### src/hdl/asrc_pkg.sv
// Behaviour
// wait at least 100 us after power-up before the first memory access.
// chip_select high floats all data pins; device enters standby within 10 ns.
// select, output enable low, write enable high: enabled lanes drive read data.
// select and write enable low: output enable ignored, enabled lanes written.
// selected with outputs or both lanes disabled: data pins float.
// read cycle at least 10 ns; data valid within 10 ns of stable address.
// previous read data held at least 3 ns after an address change.
// read data valid within 5 ns of output or lane enable falling.
// data outputs float within 5 ns after output, chip or lane disable.
// write cycle at least 10 ns with write enable low at least 7 ns.
// address stable from write start, 8 ns before write end, zero hold.
// write data valid 5 ns before write end, removable at write end.
// chip_select low 8 ns and lane enable 7 ns before write end.
// device releases data within 5 ns of write enable low, drives 3 ns after rise.
// chip_select and write enable rising together keep data outputs floating.
// chip_select read: address valid by select fall, write enable high throughout.
// round minimum intervals up to clock cycles; never fight the memory on data.
package asrc_pkg;
  localparam int CLK_PERIOD_NS = 10;
  localparam int CLK_PERIOD_PS = 10000;
  localparam int ADDR_W        = 16;
  localparam int DATA_W        = 16;
  localparam int LANE_W        = 2;
  // times as printed, in their own units
  localparam int POWER_UP_US            = 100;
  localparam int READ_CYCLE_MIN_NS      = 10;
  localparam int ADDRESS_ACCESS_MAX_NS  = 10;
  localparam int OE_ACCESS_MAX_NS       = 5;
  localparam int FLOAT_MAX_NS           = 5;
  localparam int WRITE_CYCLE_MIN_NS     = 10;
  localparam int WRITE_PULSE_MIN_NS     = 7;
  localparam int ADDR_SETUP_WRITE_END_NS = 8;
  localparam int DATA_SETUP_WRITE_END_NS = 5;
  localparam int LANE_SETUP_WRITE_END_NS = 7;
  localparam int WE_LOW_Z_MIN_NS        = 3;
  // cycle counts, least times rounded up, at least one cycle
  function automatic int cyc_up(input int ns);
    int c;
    c = (ns + CLK_PERIOD_NS - 1) / CLK_PERIOD_NS;
    return (c < 1) ? 1 : c;
  endfunction
  localparam int POWER_UP_CYC = (POWER_UP_US * 1000 + CLK_PERIOD_NS - 1) / CLK_PERIOD_NS;
  // sample point: access plus one cycle of board and sampling margin
  localparam int READ_CYC   = cyc_up(ADDRESS_ACCESS_MAX_NS) + 1;
  localparam int WPULSE_CYC = cyc_up(WRITE_PULSE_MIN_NS > ADDR_SETUP_WRITE_END_NS ?
                                     WRITE_PULSE_MIN_NS : ADDR_SETUP_WRITE_END_NS);
  localparam int WCYCLE_CYC = cyc_up(WRITE_CYCLE_MIN_NS);
  // idle cycles after a read before the host may drive data again
  localparam int TURN_CYC   = cyc_up(FLOAT_MAX_NS);
  localparam int CNT_W      = 4;

  typedef struct packed {
    logic              write;
    logic [LANE_W-1:0] lanes;
    logic [ADDR_W-1:0] addr;
    logic [DATA_W-1:0] wdata;
  } asrc_req_t;

  typedef struct packed {
    logic              chip_select_n;
    logic              output_enable_n;
    logic              write_enable_n;
    logic              lane_low_enable_n;
    logic              lane_high_enable_n;
    logic [ADDR_W-1:0] addr;
  } asrc_pins_t;

  localparam asrc_pins_t PINS_IDLE = '{1'b1, 1'b1, 1'b1, 1'b1, 1'b1, 16'h0000};
endpackage

### src/hdl/asrc_delay.sv
`timescale 1ns/100ps
`default_nettype none
// down counter: load a count, done when it reaches zero
module asrc_delay #(
  parameter int W = 24
) (
  input  wire logic         core_clk,
  input  wire logic         rst_n,
  input  wire logic         load,
  input  wire logic [W-1:0] value,
  output logic              done
);
  logic [W-1:0] count;

  always_ff @(posedge core_clk) begin
    if (!rst_n) begin
      count <= '0;
    end else if (load) begin
      count <= value;
    end else if (count != '0) begin
      count <= count - 1'b1;
    end
  end

  assign done = (count == '0) && !load;
endmodule
`default_nettype wire

### src/hdl/asrc_host.sv
`timescale 1ns/100ps
`default_nettype none
// host controller for a 64K x 16 asynchronous static memory
module asrc_host
  import asrc_pkg::*;
#(
  parameter int POWER_UP_CYCLES = POWER_UP_CYC
) (
  input  wire logic                      core_clk,
  input  wire logic                      rst_n,
  input  wire asrc_pkg::asrc_req_t       req,
  input  wire logic                      req_valid,
  output logic                           req_ready,
  output logic [asrc_pkg::DATA_W-1:0]    rdata,
  output logic                           rdata_valid,
  output logic                           write_done,
  output asrc_pkg::asrc_pins_t           pins,
  input  wire logic [asrc_pkg::DATA_W-1:0] mem_data_in,
  output logic [asrc_pkg::DATA_W-1:0]    mem_data_out,
  output logic                           mem_data_oe
);
  import asrc_pkg::*;

  typedef enum logic [2:0] {
    ST_POWER, ST_IDLE, ST_READ, ST_TURN, ST_WSETUP, ST_WPULSE, ST_WEND
  } asrc_state_t;

  asrc_state_t       state;
  asrc_state_t       next_state;
  logic [CNT_W-1:0]  cnt;
  logic [CNT_W-1:0]  next_cnt;
  logic              pwr_load;
  logic              pwr_done;
  logic              pwr_armed;
  asrc_req_t         cur;

  // power-up wait runs in a long counter so a bench can shrink it
  assign pwr_load = rst_n && !pwr_armed;
  asrc_delay #(.W(24)) u_power (
    .core_clk (core_clk),
    .rst_n    (rst_n),
    .load     (pwr_load),
    .value    (24'(POWER_UP_CYCLES)),
    .done     (pwr_done)
  );

  always_ff @(posedge core_clk) begin
    if (!rst_n) begin
      pwr_armed <= 1'b0;
    end else begin
      pwr_armed <= 1'b1;
    end
  end

  // handshake: accept only in idle, after power-up
  assign req_ready = (state == ST_IDLE);
  wire take     = req_ready && req_valid;
  wire cnt_zero = (cnt == '0);

  // next-state decode
  always_comb begin
    next_state = state;
    next_cnt   = cnt;
    if (!cnt_zero) begin
      next_cnt = cnt - 1'b1;
    end
    case (state)
      ST_POWER: begin
        if (pwr_armed && pwr_done) begin
          next_state = ST_IDLE;
        end
      end
      ST_IDLE: begin
        if (take && req.write) begin
          next_state = ST_WSETUP;
          next_cnt   = '0;
        end else if (take) begin
          next_state = ST_READ;
          next_cnt   = CNT_W'(READ_CYC - 1);
        end
      end
      ST_READ: begin
        if (cnt_zero) begin
          next_state = ST_TURN;
          next_cnt   = CNT_W'(TURN_CYC - 1);
        end
      end
      ST_TURN: begin
        if (cnt_zero) begin
          next_state = ST_IDLE;
        end
      end
      ST_WSETUP: begin
        next_state = ST_WPULSE;
        next_cnt   = CNT_W'(WPULSE_CYC - 1);
      end
      ST_WPULSE: begin
        if (cnt_zero) begin
          next_state = ST_WEND;
        end
      end
      ST_WEND: begin
        next_state = ST_IDLE;
      end
      default: begin
        next_state = ST_POWER;
      end
    endcase
  end

  always_ff @(posedge core_clk) begin
    if (!rst_n) begin
      state <= ST_POWER;
      cnt   <= '0;
    end else begin
      state <= next_state;
      cnt   <= next_cnt;
    end
  end

  // latch the request; address and data held steady for the whole cycle
  always_ff @(posedge core_clk) begin
    if (!rst_n) begin
      cur <= '0;
    end else if (take) begin
      cur <= req;
    end
  end

  // pin drive, all from flops so edges land on clock boundaries
  wire reading = (next_state == ST_READ);
  wire writing = (next_state == ST_WSETUP) || (next_state == ST_WPULSE) ||
                 (next_state == ST_WEND);
  wire we_low  = (next_state == ST_WPULSE);
  wire asrc_req_t nreq = take ? req : cur;

  always_ff @(posedge core_clk) begin
    if (!rst_n) begin
      pins         <= PINS_IDLE;
      mem_data_oe  <= 1'b0;
      mem_data_out <= '0;
    end else begin
      // select and lanes open with the address, before write enable falls
      pins.chip_select_n      <= !(reading || writing);
      pins.output_enable_n    <= !reading;
      pins.write_enable_n     <= !we_low;
      pins.lane_low_enable_n  <= !((reading || writing) && nreq.lanes[0]);
      pins.lane_high_enable_n <= !((reading || writing) && nreq.lanes[1]);
      if (reading || writing) begin
        pins.addr <= nreq.addr;
      end
      // data driven only in write states, never after a read until turnaround
      mem_data_oe  <= writing;
      mem_data_out <= nreq.wdata;
    end
  end

  // read sample at the end of the access window; write completion pulse
  always_ff @(posedge core_clk) begin
    if (!rst_n) begin
      rdata       <= '0;
      rdata_valid <= 1'b0;
      write_done  <= 1'b0;
    end else begin
      rdata_valid <= (state == ST_READ) && cnt_zero;
      write_done  <= (state == ST_WEND);
      if ((state == ST_READ) && cnt_zero) begin
        rdata <= mem_data_in & {{8{cur.lanes[1]}}, {8{cur.lanes[0]}}};
      end
    end
  end
endmodule
`default_nettype wire

### config.mk
export PLATFORM = sky130hd
export DESIGN_NAME = asrc_host
export DESIGN_NICKNAME = d
export VERILOG_FILES = /design/src/hdl/asrc_pkg.sv /design/src/hdl/asrc_delay.sv /design/src/hdl/asrc_host.sv
export SDC_FILE = /design/constraint.sdc
export NUM_CORES = 1
export LEC_CHECK = 0
export BUFFER_PORTS_ARGS = -buffer_cell sky130_fd_sc_hd__buf_4
export CORE_MARGIN = 2
export CORE_UTILIZATION = 48
export CTS_BUF_LIST = sky130_fd_sc_hd__clkbuf_16
export DETAILED_ROUTE_END_ITERATION = 7
export PLACE_DENSITY = 0.75
export REMOVE_ABC_BUFFERS = 1
export SLEW_MARGIN = 10
export SYNTH_ARGS = -nofsm -noshare
export SYNTH_HDL_FRONTEND = slang
export SYNTH_SLANG_ARGS = --single-unit
### constraint.sdc
create_clock -name core_clk -period 2.25 [get_ports core_clk]
set_input_delay 0.5625 -clock core_clk [delete_from_list [all_inputs] [get_ports core_clk]]
set_output_delay 0.5625 -clock core_clk [all_outputs]
set_load 0.005 [all_outputs]
==> flow_summary.yaml, run 1 <==
synth:
  synth_ff_type: "dfxtp_1"
  synth_seq_cells: 106
  synth_xor_area_share_pct: 4.37
  syn_area_um2: 4410
  synth.area.mux_share_pct: 4.94
  ys_warn_count: 0
  yosys.area_share.simple_pct: 19.5
  synth_top_family_by_area: "simple AND/OR/NAND/NOR gates"
  synth_common_cells: "dfxtp_1, nand2_1, a21boi_0"
  synthTopCellsByArea: "dfxtp_1, a21boi_0, nand2_1"
  synth-async-reset-ratio_pct: 0
  synth_top_area_share_pct: 48.2
  synth_sequential_area_ratio_pct: 48.2
  syn_inst: 467
  synth.distinct_cells: 49
  syn_area_per_cell_um2: 9.43
  yosysMostFrequentCell: "dfxtp_1"
  synth_area_leader_cell: "dfxtp_1"
  synth-edff-count: 0
  synth-compound-area-share_pct: 15.9
  synth_fa_ha_area_share_pct: 1.14
critical_path:
  criticalPathCategory: "reg -> reg"
  critPathArrivalTime_ns: 2.42
  start_kind: "register"
  endpoint_kind: "register"
  cp_max_fo: 18
  reg2reg_depth: 6
  cp.required_ns: 2.48
final_layout:
  insertedDiodeCount: 0
  drive_above_1_share_pct: 33.6
  area_growth_pct: 32.5
  final_area_um2: 5840
  utilization_pct: 66.3
  multi_input_area_um2: 2060
  seq_area_um2: 2120
  nFillCells: 711
  layout.cells.non_filler: 701
  fin_nets: 646
cts:
  ctsHoldBuffers: 0
  cts_tree: "yes"
  clk_pin_slew_ns: 0.08
  htree_levels: 3
  insertion_delay_ns: 0.35
  cts-root-to-sink-buffers: 2
  cts_sinks: 106
  cts_buffers: 9
  cts-root-buf: "clkbuf_16"
floorplanning:
  fp.coreArea_um2: 8810
  ios: 111
  floorplan.initialDensity_pct: 50.0
  dieArea_um2: 9960
  rows: 34
  die_h_um: 99.8
  floorplan.die.width_um: 99.8
grt:
  grt_pass1_vias: 3568
  grt-ovfl-total: 0
  grtUsageTotal_pct: 20.1
  grt_max_degree: 54
  grt_pass1_wl_um: 16400
  antenna_found_initial: 0
routing:
  drtIter0Drc: 172
  ant_nets: 0
  wl_per_cell_um: 14.3
  drc: 0
  dr.pass1.iters: 4
  num_vias: 3691
  vias_per_cell: 5.27
  wirelength_um: 10000
sta:
  hold_viol: 0
  finClkSkew_ns: 0.00910
  slew_viol_final: 0
  slew_headroom_pct: 59.7
  fmax_mhz: 457
  tightest_slew_ns: 0.604
  fin_setup_tns_ns: 0
  post-route-min-period_ns: 2.19
  finalSetupViolCount: 0
  min_period_over_period_pct: 97.3
placed_design:
  port_buffers: 110
  dp_cells: 683
  globalplace.congestion: 0.870
  dp_hpwl_um: 6870
  dpl_cell_area_um2: 5490
power_and_ir_drop:
  total_leakage_power_nw: 2.45
  vdd_drop_max_uv: 460
  p_per_area_nw_per_um2: 760
min_path:
  whs_path_depth: 2
  worst_hold_path_type: "in -> reg"
run:
  cap_violations: 0
status:
  outcome: "finished clean"
==> final timing paths <==
check | slack [ns] | startpoint | to
min | 0.42 | mem_data_in[5] | rdata[5]
max | 0.06 | u_power.count[11] | pins[10]
min reg2reg | 0.46 | mem_data_out[2] | mem_data_out[2]
max reg2reg | 0.06 | u_power.count[11] | pins[10]
==> repair_timing <==
action,in CTS,in global routing
gates resized for setup,1,6
setup endpoints to repair,19,27
buffers inserted,2,0
pin swaps,2,0
==> state kept, by name (all words and copies together) (netlist names) <==
signal	count
state	3
u_power.count	24
rdata_valid	1
cur	18
cnt	4
mem_data_oe	1
write_done	1
rdata	16
pwr_armed	1
mem_data_out	16
pins	21
==> cell families after synthesis <==
| group | after synthesis |
|---|---|
| DFF | 106 |
| xor gates and xnor gates | 22 |
| muxes | 17 |
| buffers and inverters | 51 |
| and+or+nand+nor | 175 |
| adders and majority gates | 4 |
| AOI/OAI and AO/OA | 92 |
==> cell type report <==
class | count | area share [%]
Sequential cell | 106 | 36.4
Multi-Input combinational cell | 310 | 35.3
Timing Repair Buffer | 154 | 20.7
Clock buffer | 9 | 3.86
Tap cell | 108 | 2.32
Clock inverter | 7 | 1.01
Inverter | 7 | 0.450
==> per-stage QoR <==
| stage | worst slack, ns | hold WS (ns) | power [mW] |
|---|---|---|---|
| floorplan | -1.46 | 0.447 | 2.54 |
| global placement | -0.365 | 0.451 | 2.91 |
| detailed placement | -0.482 | 0.457 | 2.93 |
| CTS | 0.0327 | 0.411 | 4.45 |
| global route | -0.00880 | 0.414 | 4.66 |
| finish | 0.0606 | 0.422 | 4.44 |
==> worst max-delay path, stage by stage, from the launching register on <==
cell,delay [ns]
dfxtp_1,0.31
or4_1,0.57
or3_4,0.42
nor3_4,0.19
o31ai_4,0.11
buf_12,0.18
mux2_4,0.30
==> placed cells by master (no fill, tap or decap), types with 5 or more instances in the layout <==
cell       instances
and2_1            21
o21ai_0            6
nand2_1           78
inv_1              8
a22o_1            16
xor2_1             9
xnor2_1           13
a211oi_1           5
mux2_4             7
a21boi_0          39
nor2_1            29
a21oi_1            7
nor3_1             7
dfxtp_1          106
clkbuf_16          9
buf_4            150
mux2_2            10
==> layer usage <==
metal,global-route usage (%),up-vias,wire [um]
met1,24.2,1739,4340
met3,5.01,16,504
li1,-,1824,-
met5,0,-,0
met4,5.37,0,146
met2,36.0,112,5050
==> report_power, final <==
group          internal [mW]  leakage [nW]  switching, mW
clock                  0.773         0.145          0.732
combinational          0.489          1.45          0.439
sequential              1.95         0.858         0.0489
total                   3.22          2.45           1.22
(Power assumes the default switching activity.)
==> run 2, diff against run 1 <==
- CORE_UTILIZATION: 48 -> 53
- PLACE_DENSITY: 0.75 -> 0.79
- clock period: 2.25 -> 2.2 ns (I/O delays scaled with it)
==> run 2 against run 1 <==
Effect of this change:
- cell count decreased by 0.29%
- combinational power increased by 5.2%
- setup slack lost 0.047 ns
- largest power group unchanged
- sequential share of layout area about the same
- via count down 0.62%
- count of clock-buffer cells in the layout unchanged
- clock power about the same
- worst hold slack improved by 0.0067 ns
- register-to-register slack worse by 0.05 ns
- critical path depth is the same
- die area shrank 9.1%
- power grew 2.9%
==> flow_summary.yaml, run 2 (synthesis gave the netlist of run 1 again) <==
status:
  outcome: "finished clean"
cts:
  cts-root-buf: "clkbuf_16"
  insertion_delay_ns: 0.34
  cts-root-to-sink-buffers: 2
  cts_tree: "yes"
  cts_buffers: 9
  clk_pin_slew_ns: 0.07
  ctsHoldBuffers: 0
  htree_levels: 3
  cts_sinks: 106
grt:
  grt-ovfl-total: 0
  grt_pass1_vias: 3360
  grt_max_degree: 52
  antenna_found_initial: 0
  grt_pass1_wl_um: 15000
  grtUsageTotal_pct: 20.7
min_path:
  worst_hold_path_type: "in -> reg"
  worstHoldStart: "mem_data_in[3]"
  whs_path_depth: 2
  whs_endpoint: "rdata[3]"
power_and_ir_drop:
  p_total_mw: 4.56
  vdd_drop_max_uv: 502
  total_leakage_power_nw: 2.46
  p_per_area_nw_per_um2: 782
critical_path:
  cp_max_fo: 18
  r2r-start: "u_power.count[11]"
  r2r_end: "pins[10]"
  start_kind: "register"
  criticalPathCategory: "reg -> reg"
  critPathArrivalTime_ns: 2.41
  cp.required_ns: 2.42
  r2r_slack_ns: 0.01
  reg2reg_depth: 6
  endpoint_kind: "register"
final_layout:
  mostFrequentLayoutCells: "buf_4, dfxtp_1, nand2_1"
  utilization_pct: 71.7
  drive_above_1_share_pct: 34.0
  fin_nets: 647
  top_regs: "u_power.count: 24 flops, pins: 21 flops, cur: 18 flops"
  largest-register: "u_power.count"
  layout_commonest_cell: "buf_4"
  nFillCells: 603
  largest_register_ffs: 24
  insertedDiodeCount: 0
  area_growth_pct: 32.4
  final_area_um2: 5830
sta:
  hold_viol: 0
  fmax_mhz: 457
  finClkSkew_ns: 0.0128
  min_period_over_period_pct: 99.4
  slew_headroom_pct: 60.4
  tightest_slew_ns: 0.595
  slew_viol_final: 0
  fin_setup_tns_ns: 0
  hold_ws_ns: 0.429
  post-route-min-period_ns: 2.19
  finalSetupViolCount: 0
  rsz0062_at_grt: "yes"
placed_design:
  dp_hpwl_um: 6940
  globalplace.congestion: 0.869
  port_buffers: 110
  dpl_cell_area_um2: 5440
floorplanning:
  floorplan.die.width_um: 95.2
  floorplan.initialDensity_pct: 54.2
  dieArea_um2: 9060
  fp.coreArea_um2: 8130
  ios: 111
  rows: 33
  die_h_um: 95.2
routing:
  vias_per_cell: 5.25
  ant_nets: 0
  num_vias: 3668
  wl_per_cell_um: 14.3
  drc: 0
  dr.pass1.iters: 6
  drtIter0Drc: 182
  wirelength_um: 9970
run:
  cap_violations: 0
-- run 2: worst max-delay path by stage --
stage                     endpoint  depth (start not counted)              start
after global routing      pins[14]                          6  u_power.count[16]
after CTS                  pins[9]                          6  u_power.count[11]
after detailed placement   pins[1]                          7             cnt[0]
after floorplan            pins[0]                          5          req_valid
final                     pins[10]                          6  u_power.count[11]
after global placement     pins[3]                          7             cnt[0]
-- run 2: critical path, cell delays in order (launching register included) --
cell and delay [ns]:
dfxtp_1 0.31, or4_1 0.57, or3_4 0.41, nor3_4 0.19, o31ai_4 0.10, buf_12 0.18
mux2_4 0.30
-- run 2: layout make-up --
class | count | area (um2) | share of cell area, %
clock buffer | 9 | 225 | 3.86
clock inverter | 7 | 61.3 | 1.05
inverter | 7 | 26.3 | 0.450
multi-input combinational | 310 | 2080 | 35.6
sequential | 106 | 2120 | 36.4
tap | 105 | 131 | 2.25
timing repair buffer | 155 | 1190 | 20.4
-- run 2: per-layer routing --
| metal | GRT usage (%) | vias to the layer above | wire length, um |
|---|---|---|---|
| met5 | 0 | - | 0 |
| met4 | 5.92 | 0 | 166 |
| met3 | 4.58 | 15 | 582 |
| met2 | 36.1 | 114 | 4880 |
| met1 | 25.6 | 1700 | 4340 |
| li1 | - | 1839 | - |
-- run 2: report_power, final --
part	switching [mW]	total [mW]	internal [mW]
Clock	0.736	1.53	0.793
Sequential	0.0599	2.06	2.00
Combinational	0.464	0.976	0.513
-- run 2: stage by stage --
step                      instances  setup WS (ns)
after detailed placement        677         -0.460
after global routing            699        -0.0446
after floorplan                 423          -1.49
after global placement          677         -0.326
final                           699         0.0132
after CTS                       694        0.00440
-- run 2: timing repair --
action,in CTS,in global routing
gates cloned,0,1
buffers inserted,1,4
endpoints found under the setup margin,20,42
pin swaps,2,4
gates resized for setup,1,12
endpoints found under the hold margin,0,0
